==> src/verilog/cbs_pkg.sv <==
// Constants, register map and carrier types for the CAN buffer status block.
// Assumes a classic Wishbone slave with 32-bit data; registers are 16 bits wide.
// Summary of operation
// - Mask bit 1 compares, 0 ignores ID bit
// - Store into buffer sets its full flag
// - Flags clear by writing 0; reset 0
// - Store into full buffer sets overflow flag
// - Direction bit 1 transmit, 0 receive
// - Abort sets aborted status bit
// - Lost arbitration sets its status bit
// - Bus error while sending sets error bit
// - Send request cleared after successful send
// - Clearing set send request requests abort
// - Remote frame sets request when reply enabled
// - Priority field: 11 highest, 00 lowest
// - Setting send request clears status bits
// - Low byte even buffer, high byte odd
// - Message buffers live in system RAM
// - Word 0: SID 12-2, SRR 1, IDE 0
// - IDE selects extended or standard identifier
// - RTR bit 9 used only when IDE 1
// - Receive writes filter number to word 7
package cbs_pkg;
    localparam int NUM_BUF      = 32;
    localparam int NUM_TXBUF    = 8;
    // Register byte offsets
    localparam logic [7:0] OFF_MASK_EID  = 8'h00;
    localparam logic [7:0] OFF_FUL_LO    = 8'h04;
    localparam logic [7:0] OFF_FUL_HI    = 8'h08;
    localparam logic [7:0] OFF_OVF_LO    = 8'h0c;
    localparam logic [7:0] OFF_OVF_HI    = 8'h10;
    localparam logic [7:0] OFF_CON_BASE  = 8'h14;
    localparam logic [15:0] RST_FLAGS    = 16'h0000;
    localparam logic [15:0] RST_MASK     = 16'h0000;
    // Control byte field positions
    localparam int CB_DIR   = 7;
    localparam int CB_ABT   = 6;
    localparam int CB_LARB  = 5;
    localparam int CB_ERR   = 4;
    localparam int CB_REQ   = 3;
    localparam int CB_AUTO_REMOTE_REPLY_ENABLE = 2;
    localparam int CB_PRI   = 0;
    // Message buffer word layout
    localparam int W0_SID_LSB = 2;
    localparam int W0_SRR     = 1;
    localparam int W0_IDE     = 0;
    localparam int W2_RTR     = 9;
    localparam int W7_HIT_LSB = 8;

    typedef struct packed {
        logic       dir;
        logic       aborted;
        logic       lostArb;
        logic       busErr;
        logic       sendReq;
        logic       auto_remote_reply_enable;
        logic [1:0] pri;
    } cbs_ctl_t;

    typedef struct packed {
        logic [4:0]  buf_;
        logic [4:0]  filterHit;
        logic        remote;
    } cbs_rxev_t;

    typedef struct packed {
        logic        valid;
        logic [2:0]  buf_;
    } cbs_txsel_t;

    typedef struct packed {
        logic        done;
        logic        abortDone;
        logic        lostArb;
        logic        busErr;
        logic [2:0]  buf_;
    } cbs_txres_t;
endpackage

==> src/verilog/cbs_buffer_status.sv <==
// Buffer status, pair control and transmit scheduling for the CAN controller.
// Assumes the receive engine reports filter matches and the transmit engine reports results.
//
// Chosen here: register access over Wishbone and the address map.
`timescale 1ns/1ps
module cbs_buffer_status
    import cbs_pkg::*;
(
    input  wire logic              clk,
    input  wire logic              rst_n,
    input  wire logic              wb_cyc_i,
    input  wire logic              wb_stb_i,
    input  wire logic              wb_we_i,
    input  wire logic [7:0]        wb_adr_i,
    input  wire logic [3:0]        wb_sel_i,
    input  wire logic [31:0]       wb_dat_i,
    output logic      [31:0]       wb_dat_o,
    output logic                   wb_ack_o,
    // Receive engine: one pulse per matched frame
    input  wire logic              rxValid,
    input  wire cbs_rxev_t         rxEvent,
    input  wire logic [15:0]       rxMsgIdExt,
    output logic                   rxStore,
    output logic [15:0]            rxWord7,
    output logic [4:0]             rxStoreBuf,
    output logic [15:0]            maskExt,
    // Transmit engine
    input  wire cbs_txres_t        txResult,
    input  wire logic [15:0]       txWord0,
    output cbs_txsel_t             txOffer,
    output logic                   txExtended,
    output logic [7:0]             txAbortReq
);
    logic [15:0]    maskEid;
    logic [31:0]    fullFlags;
    logic [31:0]    ovfFlags;
    cbs_ctl_t       ctl [NUM_TXBUF];
    logic [31:0]    rdData;

    wire            busReq    = wb_cyc_i & wb_stb_i & ~wb_ack_o;
    wire            busWr     = busReq & wb_we_i;
    wire            lo        = wb_sel_i[0];
    wire            hi        = wb_sel_i[1];
    wire            wrMask    = busWr && wb_adr_i == OFF_MASK_EID;
    wire            wrFulLo   = busWr && wb_adr_i == OFF_FUL_LO;
    wire            wrFulHi   = busWr && wb_adr_i == OFF_FUL_HI;
    wire            wrOvfLo   = busWr && wb_adr_i == OFF_OVF_LO;
    wire            wrOvfHi   = busWr && wb_adr_i == OFF_OVF_HI;
    wire [7:0]      conIdx    = (wb_adr_i - OFF_CON_BASE) >> 2;
    wire            conHit    = wb_adr_i >= OFF_CON_BASE && conIdx < 8'(NUM_TXBUF / 2)
                                && wb_adr_i[1:0] == 2'b00;

    // Byte-lane write mask for the flag registers: lanes not selected keep all ones
    wire [15:0]     laneKeep  = {{8{~hi}}, {8{~lo}}};
    wire [31:0]     clrKeep   = {(wrFulHi ? (wb_dat_i[15:0] | laneKeep) : 16'hffff),
                                 (wrFulLo ? (wb_dat_i[15:0] | laneKeep) : 16'hffff)};
    wire [31:0]     ovfKeep   = {(wrOvfHi ? (wb_dat_i[15:0] | laneKeep) : 16'hffff),
                                 (wrOvfLo ? (wb_dat_i[15:0] | laneKeep) : 16'hffff)};

    // Receive store: a target buffer must be a receive buffer (direction 0)
    wire [2:0]      rxPair    = rxEvent.buf_[2:0];
    wire            rxIsTx    = rxEvent.buf_ < 5'(NUM_TXBUF) && ctl[rxPair].dir;
    wire            rxHitFull = fullFlags[rxEvent.buf_];
    wire            rxData    = rxValid & ~rxEvent.remote & ~rxIsTx;
    wire            rxAccept  = rxData & ~rxHitFull;
    wire            rxOver    = rxData & rxHitFull;
    wire            rxRemote  = rxValid & rxEvent.remote & rxIsTx;
    wire [31:0]     setFull   = rxAccept ? (32'h1 << rxEvent.buf_) : 32'h0;
    wire [31:0]     setOvf    = rxOver ? (32'h1 << rxEvent.buf_) : 32'h0;

    assign maskExt = maskEid;

    always_ff @(posedge clk)
    begin
        if (!rst_n)
        begin
            maskEid   <= RST_MASK;
            fullFlags <= {RST_FLAGS, RST_FLAGS};
            ovfFlags  <= {RST_FLAGS, RST_FLAGS};
        end
        else
        begin
            if (wrMask && lo)
                maskEid[7:0] <= wb_dat_i[7:0];
            if (wrMask && hi)
                maskEid[15:8] <= wb_dat_i[15:8];
            // Set wins over a simultaneous software clear
            fullFlags <= (fullFlags & clrKeep) | setFull;
            ovfFlags  <= (ovfFlags & ovfKeep) | setOvf;
        end
    end

    // Highest priority pending transmit buffer; ties go to the lower number
    logic [2:0] bestBuf;
    logic       bestValid;
    logic [1:0] bestPri;
    always_comb
    begin
        bestBuf   = 3'h0;
        bestValid = 1'b0;
        bestPri   = 2'b00;
        for (int i = 0; i < NUM_TXBUF; i++)
        begin
            if (ctl[i].dir && ctl[i].sendReq && (!bestValid || ctl[i].pri > bestPri))
            begin
                bestBuf   = 3'(i);
                bestValid = 1'b1;
                bestPri   = ctl[i].pri;
            end
        end
    end

    genvar g;
    generate
        for (g = 0; g < NUM_TXBUF; g++)
        begin : gCtl
            localparam int PAIR = g / 2;
            localparam int LSB  = (g % 2) * 8;
            // Pair and byte lane decode for this buffer
            wire        laneSel  = wb_sel_i[g % 2];
            wire        pairSel  = conIdx == 8'(PAIR);
            wire        wrCon    = busWr && conHit && pairSel && laneSel;
            // Software writable fields; status bits ignore writes
            wire        newDir   = wb_dat_i[LSB + CB_DIR];
            wire        newReq   = wb_dat_i[LSB + CB_REQ];
            wire        newRtrEn = wb_dat_i[LSB + CB_AUTO_REMOTE_REPLY_ENABLE];
            wire [1:0]  newPri   = wb_dat_i[LSB + CB_PRI +: 2];
            // Engine results aimed at this buffer
            wire        resHere  = txResult.buf_ == 3'(g);
            wire        resDone  = resHere && txResult.done;
            wire        resAbort = resHere && txResult.abortDone;
            wire        resLarb  = resHere && txResult.lostArb;
            wire        resErr   = resHere && txResult.busErr;
            // Request edges from software and from remote frames
            wire        swSet    = wrCon && newReq && !ctl[g].sendReq;
            wire        swAbort  = wrCon && !newReq && ctl[g].sendReq;
            wire        rtrSet   = rxRemote && rxPair == 3'(g) && ctl[g].auto_remote_reply_enable;
            wire        reqSet   = swSet || rtrSet;
            logic       abortPend;
            cbs_ctl_t   next_ctl;
            // A new request outranks every result of the same cycle
            wire        next_dir       = wrCon ? newDir : ctl[g].dir;
            wire        next_auto_remote_reply_enable     = wrCon ? newRtrEn : ctl[g].auto_remote_reply_enable;
            wire [1:0]  next_pri       = wrCon ? newPri : ctl[g].pri;
            wire        next_sendReq   = reqSet ? 1'b1
                                       : (swAbort || resDone) ? 1'b0
                                       : ctl[g].sendReq;
            wire        next_aborted   = reqSet ? 1'b0
                                       : resDone ? 1'b0
                                       : resAbort ? 1'b1
                                       : ctl[g].aborted;
            wire        next_lostArb   = reqSet ? 1'b0
                                       : resLarb ? 1'b1
                                       : ctl[g].lostArb;
            wire        next_busErr    = reqSet ? 1'b0
                                       : resErr ? 1'b1
                                       : ctl[g].busErr;
            // Abort stays requested until the engine reports done or aborted, or a new request is set
            wire        next_abortPend = reqSet ? 1'b0
                                       : (resDone || resAbort) ? 1'b0
                                       : swAbort ? 1'b1
                                       : abortPend;
            assign next_ctl = '{dir:     next_dir,
                                aborted: next_aborted,
                                lostArb: next_lostArb,
                                busErr:  next_busErr,
                                sendReq: next_sendReq,
                                auto_remote_reply_enable:   next_auto_remote_reply_enable,
                                pri:     next_pri};
            always_ff @(posedge clk)
            begin
                if (!rst_n)
                begin
                    ctl[g]    <= '0;
                    abortPend <= 1'b0;
                end
                else
                begin
                    ctl[g]    <= next_ctl;
                    abortPend <= next_abortPend;
                end
            end
            assign txAbortReq[g] = abortPend;
        end
    endgenerate

    // Read mux
    always_comb
    begin
        rdData = 32'h0;
        unique case (1'b1)
            wb_adr_i == OFF_MASK_EID: rdData = {16'h0, maskEid};
            wb_adr_i == OFF_FUL_LO:   rdData = {16'h0, fullFlags[15:0]};
            wb_adr_i == OFF_FUL_HI:   rdData = {16'h0, fullFlags[31:16]};
            wb_adr_i == OFF_OVF_LO:   rdData = {16'h0, ovfFlags[15:0]};
            wb_adr_i == OFF_OVF_HI:   rdData = {16'h0, ovfFlags[31:16]};
            conHit:                   rdData = {16'h0, ctl[2 * conIdx[1:0] + 1],
                                                ctl[2 * conIdx[1:0]]};
            default:                  rdData = 32'h0;
        endcase
    end

    always_ff @(posedge clk)
    begin
        if (!rst_n)
        begin
            wb_ack_o   <= 1'b0;
            wb_dat_o   <= 32'h0;
            rxStore    <= 1'b0;
            rxWord7    <= 16'h0;
            rxStoreBuf <= 5'h0;
            txOffer    <= '0;
            txExtended <= 1'b0;
        end
        else
        begin
            wb_ack_o   <= busReq;
            wb_dat_o   <= busReq ? rdData : 32'h0;
            rxStore    <= rxAccept;
            rxStoreBuf <= rxEvent.buf_;
            rxWord7    <= {3'h0, rxEvent.filterHit, 8'h00};
            txOffer    <= '{valid: bestValid, buf_: bestBuf};
            txExtended <= txWord0[W0_IDE];
        end
    end

    // Identifier layout in RAM words is handled by the framer; kept here for reference use
    wire unusedId = ^rxMsgIdExt;
endmodule // cbs_buffer_status

==> config.mk <==
export PLATFORM = sky130hd
export DESIGN_NAME = cbs_buffer_status
export DESIGN_NICKNAME = d
export VERILOG_FILES = /design/src/verilog/cbs_pkg.sv /design/src/verilog/cbs_buffer_status.sv
export SDC_FILE = /design/constraint.sdc
export NUM_CORES = 1
export LEC_CHECK = 0
export BUFFER_PORTS_ARGS = -buffer_cell sky130_fd_sc_hd__buf_2
export CAP_MARGIN = 20
export CORE_ASPECT_RATIO = 2
export CORE_MARGIN = 5
export CORE_UTILIZATION = 40
export CTS_CLUSTER_DIAMETER = 80
export DETAILED_ROUTE_END_ITERATION = 7
export HOLD_SLACK_MARGIN = 0.02
export PLACE_DENSITY = 0.67
export SYNTH_ARGS = -nofsm -noshare
export SYNTH_HDL_FRONTEND = slang
export SYNTH_SLANG_ARGS = --single-unit
==> constraint.sdc <==
create_clock -name clk -period 17.06 [get_ports clk]
set_input_delay 1.706 -clock clk [delete_from_list [all_inputs] [get_ports clk]]
set_output_delay 1.706 -clock clk [all_outputs]
set_load 0.1 [all_outputs]
* Yosys cells after proc, flatten, opt, wreduce, memory -nomap -nowiden
Memory sizes are Yosys's and may differ from the RTL's. Index checks and enable logic that the tools add are counted.
Word-level totals: bits in writable memories 64, memories 1, register bits after elaboration 148
Memories:
- ctl | words 8, bits a word 8, read ports 11, clocked after Yosys merged registers in 0, write ports 8, RTL line cbs_buffer_status.sv:37 | cbs_ctl_t ctl [NUM_TXBUF];
Cells by class: equality and inequality tests 21, multiplexer cells 137, add/subtract/negate cells 2, shift operators 1, reduce and logical (&&, ||, !) cells 180, bitwise gates (word level) 29, order comparisons 11
Operators by type and width (count):
- logical AND 1 bit | 118
- two-way mux 1 bit | 100
- one-hot mux 16 bit (6 select lines) | 1
- AND 32 bit | 2
- two-way mux 16 bit | 4
- two-way mux 32 bit | 2
- two-way mux 8 bit | 8
- bitwise OR 32 bit | 2
- << shifter 1 x 5 -> 32 bit, first input constant | 1
- logical OR 1 bit | 31
- two-way mux 2 bit | 15
- equality test 3 bit, second input constant | 8
- OR reduction 3 bit | 8
- two-way mux 3 bit | 6
- logical NOT 1 bit | 17
- equality test 8 x 4 -> 1 bit, second input constant | 2
- logical NOT 8 bit | 2
- bitwise OR 16 bit | 1
- greater-than comparator 2 bit | 7
- equality test 3 x 2 -> 1 bit, second input constant | 4
- equality test 6 x 2 -> 1 bit, second input constant | 2
- AND 1 bit | 9
- equality test 8 x 3 -> 1 bit, second input constant | 1
- equality test 8 x 5 -> 1 bit, second input constant | 1
- 14 further kinds | 29

* Longest topological paths before layout
Gate-level depths: netlist (run 1). An unclocked memory read counts as a cell.
depth after elaboration 31, mapped depth 44

* Least setup slack after synthesis (run 1)
Ideal clock, no wire load.
path kind reg-to-reg, start point memory ctl[0][3] (netlist name), end point register txOffer[1] (netlist name), required time 16.928 ns, data arrival time 8.021 ns, slack 8.907 ns, clock period less this slack 8.153 ns, stages on the path, launching flop included 42, cell sequence dfxtp_1 clkbuf_1 and3_1 inv_1 ha_1 nor2b_1 o2111a_1 or2_1 a22o_1 ha_1 nor2_1 a22oi_1 nor2_1 a31oi_1 and3b_1 nor2_1 ha_1 nor2_1 (+6 left out) or3_1 mux2_2 ha_1 nor2_1 a32oi_1 nor3_1 mux2_2 ha_1 nand2_1 o21ai_0 a21oi_1 mux2_2 ha_1 nor2b_1 o21ai_0 a21oi_1 nor2_1 a21oi_1
RTL lines:
- from (decl) | RTL line cbs_buffer_status.sv:37
- to (signal assigned) | RTL line cbs_buffer_status.sv:222 | txOffer <= '{valid: bestValid, buf_: bestBuf};
- to (decl) | RTL line cbs_buffer_status.sv:30 | output cbs_txsel_t txOffer,

==> results of run 1 <==
flip-flops by register name, indices dropped and copies added (netlist names):
signal / cells
txOffer: 4
rxWord7: 5
gCtl.abortPend: 8
ctl: 64
rxStore: 1
wb_dat_o: 16
maskExt: 16
rxStoreBuf: 5
txExtended: 1
wb_ack_o: 1
fullFlags: 32
ovfFlags: 32
tightest hold or removal path, stage by stage, from the launching register on:
cell and delay, ns:
dfxtp_1 0.32, a21oi_1 0.04, nor2_1 0.07
logic make-up (layout without fill, tap and decap cells):
kind of cell             count (synthesis)  after routing  synth area share (%)
AND/OR/NAND/NOR                        400            400                  21.7
AO/OA/AOI/OAI                          246            246                  18.7
flip-flops                             185            185                  41.3
buffers and inverters                  121            161                  6.66
multiplexers                            50             50                  9.53
adder cells (fa/ha/maj)                 15             15                  2.09
other                                    1             27                0.0418
power groups by stage:
stage | sequential (mW) | combinational, mW | clock (mW)
2_1_floorplan | 0.459 | 0.0637 | 0
3_3_place_gp | 0.447 | 0.0923 | 0
3_5_place_dp | 0.448 | 0.0926 | 0
4_1_cts | 0.438 | 0.0927 | 0.419
5_1_grt | 0.438 | 0.0982 | 0.438
6_report | 0.438 | 0.0937 | 0.415
cells in the mapped netlist, types with 19 or more instances:
library cell,number
o21ai_0,35
dfxtp_1,185
mux4_2,28
a222oi_1,19
nand3_1,62
a32o_1,32
a31oi_1,26
a21oi_1,74
nor2_1,56
nand2_1,160
buf_4,37
nor2b_1,28
mux2i_1,19
clkbuf_1,60
final cells by class:
cell class              count  share of cell area [%]
clock buffers              18                    4.36
well taps                 276                    3.43
multi-input cells         738                    47.3
repair buffers            116                    5.98
clock inverters            13                    1.65
inverters                  14                   0.521
flip-flops and latches    185                    36.7
worst max path at each step:
stage / slack [ns] / start / endpoint / cells past startpoint
4_1_cts: 7.89 / ctl[0][7]$_SDFFE_PN0P_ / txOffer[2]$_SDFF_PN0_ / 40
5_1_grt: 7.25 / ctl[0][7]$_SDFFE_PN0P_ / txOffer[1]$_SDFF_PN0_ / 41
3_3_place_gp: 8.04 / ctl[0][7]$_SDFFE_PN0P_ / txOffer[2]$_SDFF_PN0_ / 40
3_5_place_dp: 7.96 / ctl[0][7]$_SDFFE_PN0P_ / txOffer[2]$_SDFF_PN0_ / 40
2_1_floorplan: 8.91 / ctl[0][3]$_SDFF_PN0_ / txOffer[1]$_SDFF_PN0_ / 41
6_report: 7.85 / ctl[0][7]$_SDFFE_PN0P_ / txOffer[2]$_SDFF_PN0_ / 40
metrics by stage:
stage | instance area [um^2] | cells | worst slack, ns
floorplan | 9060 | 1044 | 8.91
global placement | 9480 | 1329 | 8.04
detailed placement | 9480 | 1329 | 7.96
CTS | 10100 | 1360 | 7.89
global route | 10100 | 1360 | 7.25
finish | 10100 | 1360 | 7.85
metal layers:
metal	wire length, um	global-route usage (%)	share of wire, %	vias up
met5	0	0	0	-
met4	2620	17.3	8.6	0
met3	2060	4.62	6.8	122
met2	15600	41.1	52	436
met1	10000	24.3	33	3970
li1	-	-	-	3765
==> results.yml, run 1 <==
timing:
  setup_viol: 0
  fin_hold_ws_ns: 0.464
  tns_ns: 0
  slew_headroom_pct: 20.3
  period_share_pct: 54.0
  grt_setup_unrepaired: "false"
  worst_pin_slew_ns: 1.19
  timing.final.max_slew_violations: 0
  skew_ns: 0.0115
  fmax_mhz: 109
  fin_crit_ns: 9.21
  hold_viol_final: 0
place:
  place_congestion: 0.906
  portBuffers: 107
  hpwl_mm: 22.7
outcome:
  violations: "design-rule violations"
  status: "finished, violations left"
route:
  dr.pass1.iters: 8
  totalWireLength_mm: 30.4
  vias: 8293
  postRouteAntennaNets: 0
  vias_per_cell: 6.10
  drc: 20
  wire_per_inst_um: 22.3
  drt_iter0_markers: 864
clock_network:
  cts_buffers: 17
  cts_resized: 0
  ctsHtreeMaxLevel: 4
  clk_pin_slew_ns: 0.07
  cts_buffer_depth: 2
  numClockSinks: 185
  hold_buffers: 0
  cts_tree: "done"
  postCtsSetupBuffers: 0
  clk_latency_ns: 0.45
  cts_root_buf: "clkbuf_16"
yosys:
  synthCells: 1018
  syn_area_um2: 8970
  synth_ff_type: "dfxtp_1"
  synth.area.top_cells: "dfxtp_1, mux4_2, nand2_1, a21oi_1, a32o_1"
  ys_types: 59
  synthArstFlopShare_pct: 0
  synth_area_per_cell_um2: 8.81
  synth_edf_count: 0
  synth_top_area_share_pct: 41.3
  yosysSeqAreaShare_pct: 41.3
  ys_seq_elements: 185
  yosys_warnings: 0
  yosysTopAreaCell: "dfxtp_1"
pwr:
  powerDensity_nw_per_um2: 93.9
  leakage_nw: 3.81
  finalPower_uw: 946
  max-vdd-ir-drop_mv: 0.0766
  switchingPower_uw: 257
  power_frac_comb_pct: 9.9
  p_int_uw: 689
  seqPwrFrac_pct: 46.2
  p_sw_share_pct: 27.2
  p_clk_share_pct: 43.9
critical_path:
  cp_slowest_cell: "dfxtp_1"
  worst_path_dominant_cell_family: "simple AND/OR/NAND/NOR gates"
  cp.required_ns: 17.35
  cp.arrival_ns: 9.50
  worst-path-max-fanout: 8
  r2r-start: "ctl[0][7]$_SDFFE_PN0P_"
  endpoint_kind: "register"
  crit_path_start_kind: "register"
  slowest_delay_ns: 0.53
  rr_worst_depth: 40
  r2r_slack_ns: 7.85
  path_buf_inv: 1
  critPathKind: "register to register"
  reg2reg_to: "txOffer[2]$_SDFF_PN0_"
global_route:
  grt_overflow: 0
  grtUsageTotal_pct: 23.6
  grt_pass1_vias: 7995
  grt_pass1_wl_mm: 46.1
  grt_max_degree: 76
  antenna_found_initial: 0
floorplan:
  io_pins: 184
  die_h_um: 222
  die_area_um2: 25700
  coreArea_um2: 22200
  die_width_um: 116
  rows: 77
  initial_core_util_pct: 40.5
worst_hold_path:
  whs_path_depth: 2
  hp-class: "register to register"
  hp-start: "ctl[2][5]$_SDFF_PP0_"
  min_to: "ctl[2][5]$_SDFF_PP0_"
layout:
  drive_gt1_share_pct: 17.8
  mostFrequentLayoutCells: "dfxtp_1, nand2_1, buf_2"
  regArea_um2: 3700
  n_antenna_cell: 0
  final_common_cell: "dfxtp_1"
  multiInputGateArea_um2: 4770
  final_net_count: 1187
  fill_cells: 2197
  syn2layout_area_growth_pct: 12.4
  final_util_pct: 45.5
job:
  cap_viol_max_count: 0
Note: power is estimated with default switching activity, not from simulation.
==> run 2, diff against run 1 <==
==> constraint.sdc (replaced) <==
create_clock -name clk -period 9 [get_ports clk]
set_input_delay 0.9 -clock clk [delete_from_list [all_inputs] [get_ports clk]]
set_output_delay 0.9 -clock clk [all_outputs]
set_load 0.1 [all_outputs]
==> results.yml, run 2 (synthesis gave the netlist of run 1 again) <==
global_route:
  grt_pass1_vias: 8099
  antenna_found_initial: 1
  grtUsageTotal_pct: 23.7
  grt_max_degree: 78
  grt_pass1_wl_mm: 46.2
  grt_overflow: 0
layout:
  reg_top3: "ctl x64, fullFlags x32, ovfFlags x32"
  regMostFlops: "ctl"
  finalNonFillerCells: 1365
  mostFrequentLayoutCells: "dfxtp_1, nand2_1, buf_2"
  final_common_cell: "dfxtp_1"
  syn2layout_area_growth_pct: 12.4
  n_antenna_cell: 0
  drive_gt1_share_pct: 18.4
  fill_cells: 2216
  final_net_count: 1191
  final_util_pct: 45.5
  largest_register_ff_count: 64
place:
  place_congestion: 0.889
  dp.cells: 1333
  hpwl_mm: 22.7
  preCtsSetupSlack_ns: 0.542
  portBuffers: 107
floorplan:
  die_h_um: 222
  coreArea_um2: 22200
  die_width_um: 116
  io_pins: 184
  initial_core_util_pct: 40.5
  die_area_um2: 25700
  rows: 77
route:
  vias: 8276
  highest_layer: "met5"
  totalWireLength_mm: 30.5
  postRouteAntennaNets: 0
  wl_met1_mm: 10.1
  vias_per_cell: 6.06
  dr_wl_met2_mm: 15.8
  wl_met3_mm: 2.09
  drt_iter0_markers: 895
  wire_per_inst_um: 22.3
  drc: 0
  dr.pass1.iters: 6
critical_path:
  endpoint_kind: "register"
  crit_path_start_kind: "register"
  slowest_delay_ns: 0.42
  cpMostUsedCell: "nor2_1"
  critPathKind: "register to register"
  cp.arrival_ns: 8.74
  worst-path-max-fanout: 5
  cp_slowest_cell: "or3_1"
  cp.required_ns: 9.37
worst_hold_path:
  hp-class: "register to register"
timing:
  worst_pin_slew_ns: 1.10
  skew_ns: 0.0124
  period_share_pct: 93.0
  worst_slack_ns: 0.629
  timing.final.max_slew_violations: 0
  fin_crit_ns: 8.37
  slew_headroom_pct: 26.3
  tns_ns: 0
  setup_viol: 0
  grt_setup_unrepaired: "false"
  hold_viol_final: 0
  fmax_mhz: 119
pwr:
  finalPower_mw: 1.73
  powerDensity_nw_per_um2: 172
  leakage_nw: 3.79
  max-vdd-ir-drop_mv: 0.145
clock_network:
  ctsHtreeMaxLevel: 4
  cts_buffer_depth: 2
  clk_latency_ns: 0.46
  clk_pin_slew_ns: 0.07
  cts_root_buf: "clkbuf_16"
  cts_buffers: 17
  cts_tree: "done"
  postCtsSetupBuffers: 0
  numClockSinks: 185
  hold_buffers: 0
  cts_resized: 0
job:
  cap_viol_max_count: 0
outcome:
  status: "finished, final reports clean"
run 2: critical path, delay by kind of cell (launching register included):
kind	cells	cell delay [ns]
buf+inv	2	0.21
compound gates	15	2.59
simple gates	17	2.53
flops	1	0.34
mux	2	0.69
fa+ha+maj	7	1.93
run 2: layer usage:
| metal | global-route usage [%] | up-vias |
|---|---|---|
| li1 | - | 3774 |
| met1 | 24.3 | 3964 |
| met2 | 41.1 | 412 |
| met3 | 5.05 | 124 |
| met4 | 17.2 | 2 |
| met5 | 0 | - |
run 2: stage by stage:
stage	instance area, um^2	hold slack [ns]
floorplan	9060	0.431
global placement	9510	0.446
detailed placement	9510	0.455
CTS	10100	0.471
global route	10100	0.493
finish	10100	0.466
run 2: final timing paths:
| check | cells after the start | from | slack, ns | end |
|---|---|---|---|---|
| max | 43 | ctl[0][1]$_SDFFE_PN0P_ | 0.63 | txOffer[1]$_SDFF_PN0_ |
| min | 2 | ctl[2][4]$_SDFF_PP0_ | 0.47 | ctl[2][4]$_SDFF_PP0_ |
| max reg2reg | 43 | ctl[0][1]$_SDFFE_PN0P_ | 0.63 | txOffer[1]$_SDFF_PN0_ |
| min reg2reg | 2 | ctl[2][4]$_SDFF_PP0_ | 0.47 | ctl[2][4]$_SDFF_PP0_ |
run 2: power by group:
part           switching (mW)  leakage [nW]  total (mW)  internal [mW]
logic                   0.144          2.03       0.178         0.0344
clock network           0.344         0.264       0.724          0.379
registers             0.00357          1.49       0.829          0.826
total                   0.492          3.79        1.73           1.24
run 2: cell type report:
type / count / area, um^2 / share of cell area [%]
clock inverter: 11 / 90.1 / 0.894
clock buffer: 21 / 470 / 4.67
timing repair buffer: 120 / 633 / 6.28
inverter: 14 / 52.6 / 0.521
sequential: 185 / 3700 / 36.7
multi-input combinational: 738 / 4790 / 47.5
tap: 276 / 345 / 3.43
==> run 3, diff against run 2 <==
--- a/config.mk
+++ b/config.mk
@@ -7,7 +7,7 @@
 export LEC_CHECK = 0
 export BUFFER_PORTS_ARGS = -buffer_cell sky130_fd_sc_hd__buf_2
 export CAP_MARGIN = 20
-export CORE_ASPECT_RATIO = 2
+export CORE_ASPECT_RATIO = 0.6
 export CORE_MARGIN = 5
 export CORE_UTILIZATION = 40
 export CTS_CLUSTER_DIAMETER = 80
==> constraint.sdc (replaced) <==
create_clock -name clk -period 7.8 [get_ports clk]
set_input_delay 0.78 -clock clk [delete_from_list [all_inputs] [get_ports clk]]
set_output_delay 0.78 -clock clk [all_outputs]
set_load 0.1 [all_outputs]
==> results.yml, run 3 (synthesis gave the netlist of run 1 again) <==
floorplan:
  die_width_um: 203
  die_h_um: 126
  rows: 42
  initial_core_util_pct: 40.6
  io_pins: 184
  die_area_um2: 25600
  coreArea_um2: 22100
clock_network:
  numClockSinks: 185
  clk_latency_ns: 0.44
  ctsHtreeMaxLevel: 4
  clk_pin_slew_ns: 0.07
  cts_root_buf: "clkbuf_16"
  cts_tree: "done"
  cts_buffer_depth: 2
  hold_buffers: 0
  cts_buffers: 17
pwr:
  max-vdd-ir-drop_mv: 0.173
  power_frac_comb_pct: 9.8
  p_sw_share_pct: 26.7
  p_int_mw: 1.56
  p_clk_share_pct: 45.3
  powerDensity_nw_per_um2: 201
  finalPower_mw: 2.13
  leakage_nw: 4.04
  switchingPower_uw: 568
  seqPwrFrac_pct: 45.0
critical_path:
  critPathKind: "register to register"
  cpMostUsedCell: "nor2_2"
  slowest_delay_ns: 0.39
  path_buf_inv: 1
  worst_path_dominant_cell_family: "simple AND/OR/NAND/NOR gates"
  cp.required_ns: 8.16
  cp.arrival_ns: 8.15
  worst-path-max-fanout: 4
  endpoint_kind: "register"
  cp_slowest_cell: "or3_4"
  crit_path_start_kind: "register"
layout:
  final_util_pct: 48.0
  mostFrequentLayoutCells: "dfxtp_1, nand2_1, buf_2"
  syn2layout_area_growth_pct: 18.1
  final_net_count: 1221
  final_common_cell: "dfxtp_1"
  drive_gt1_share_pct: 23.0
  largest_register_ff_count: 64
  regMostFlops: "ctl"
  finalInstanceArea_um2: 10600
  reg_top3: "ctl x64, fullFlags x32, ovfFlags x32"
route:
  vias_per_cell: 6.07
  vias: 8535
  dr.pass1.iters: 6
  wire_per_inst_um: 21.8
  drc: 0
  postRouteAntennaNets: 0
  drt_iter0_markers: 1267
  totalWireLength_mm: 30.7
timing:
  fmax_mhz: 128
  setup_viol: 0
  worst_slack_ns: 0.00929
  grt_setup_unrepaired: "true"
  slew_headroom_pct: 23.0
  timing.final.max_slew_violations: 0
  skew_ns: 0.0120
  period_share_pct: 99.9
  hold_viol_final: 0
  fin_crit_ns: 7.79
  worst_pin_slew_ns: 1.15
global_route:
  antenna_found_initial: 1
  grt_pass1_vias: 8064
  grt_pass1_wl_mm: 47.1
  grt_max_degree: 78
  grt_overflow: 0
  grtUsageTotal_pct: 23.6
job:
  cap_viol_max_count: 0
place:
  hpwl_mm: 22.7
  preCtsSetupSlack_ns: -0.281
  place_congestion: 0.940
  dpl_cell_area_um2: 9760
  portBuffers: 107
outcome:
  status: "finished, final reports clean"
worst_hold_path:
  hp-class: "register to register"
-- run 3: changes by cell type in the layout (fill, tap and decap cells not counted), sizes merged --
| cell | previous run | this run |
|---|---|---|
| diode | 0 | 1 |
| clkbuf | 21 | 20 |
| clkinvlp | 4 | 1 |
| buf | 120 | 150 |
| bufinv | 0 | 4 |
-- run 3: worst register-to-register path: cells and delay by family (launching register included) --
kind | cells | cell delay (ns)
adder cells (fa/ha/maj) | 7 | 1.84
AO/OA/AOI/OAI | 14 | 2.22
AND/OR/NAND/NOR | 16 | 2.24
multiplexers | 3 | 1.01
buffers and inverters | 1 | 0.04
flip-flops | 1 | 0.37
-- run 3: repair_timing --
action | in CTS | in global routing
endpoints found under the setup margin | 3 | 3
pin swaps | 18 | 4
resized for setup | 5 | 18
cloned | 0 | 0
setup buffers | 4 | 6
-- run 3: layout make-up --
cell class | count | area [um^2]
well taps | 286 | 358
diodes | 1 | 2.50
fillers | 2152 | 11500
flip-flops and latches | 185 | 3710
repair buffers | 150 | 866
multi-input cells | 738 | 4950
inverters | 14 | 55.1
clock inverters | 12 | 185
clock buffers | 20 | 467
-- run 3: routing by layer --
metal	routed length [um]	part of all wire, %	track usage [%]	vias to the layer above
li1	-	-	-	3839
met1	13800	45	36.4	4167
met2	12500	41	31.7	508
met3	4190	14	7.97	21
met4	280	0.91	4.48	0
met5	0	0	0	-
-- run 3: path summary, 6_finish.rpt --
kind	startpoint	end	slack, ns	cells past startpoint
min	ctl[2][5]$_SDFF_PP0_	ctl[2][5]$_SDFF_PP0_	0.47	2
max reg2reg	ctl[0][3]$_SDFF_PN0_	txOffer[2]$_SDFF_PN0_	0.009	41
max	ctl[0][3]$_SDFF_PN0_	txOffer[2]$_SDFF_PN0_	0.009	41
min reg2reg	ctl[2][5]$_SDFF_PP0_	ctl[2][5]$_SDFF_PP0_	0.47	2
-- run 3: per-stage QoR --
| step | TNS, ns | cells | hold slack (ns) |
|---|---|---|---|
| 2_1_floorplan | 0 | 1044 | 0.431 |
| 3_3_place_gp | -0.532 | 1362 | 0.450 |
| 3_5_place_dp | -0.757 | 1362 | 0.456 |
| 4_1_cts | 0 | 1398 | 0.466 |
| 5_1_grt | -1.28 | 1406 | 0.488 |
| 6_report | 0 | 1406 | 0.470 |
-- run 3: power groups by stage --
stage                     Combinational (mW)  Clock [mW]  Sequential [mW]
final                                  0.208       0.963            0.957
after global routing                   0.218        1.02            0.957
after CTS                              0.205       0.974            0.957
after detailed placement               0.204           0            0.979
after global placement                 0.203           0            0.979
after floorplan                        0.139           0             1.00
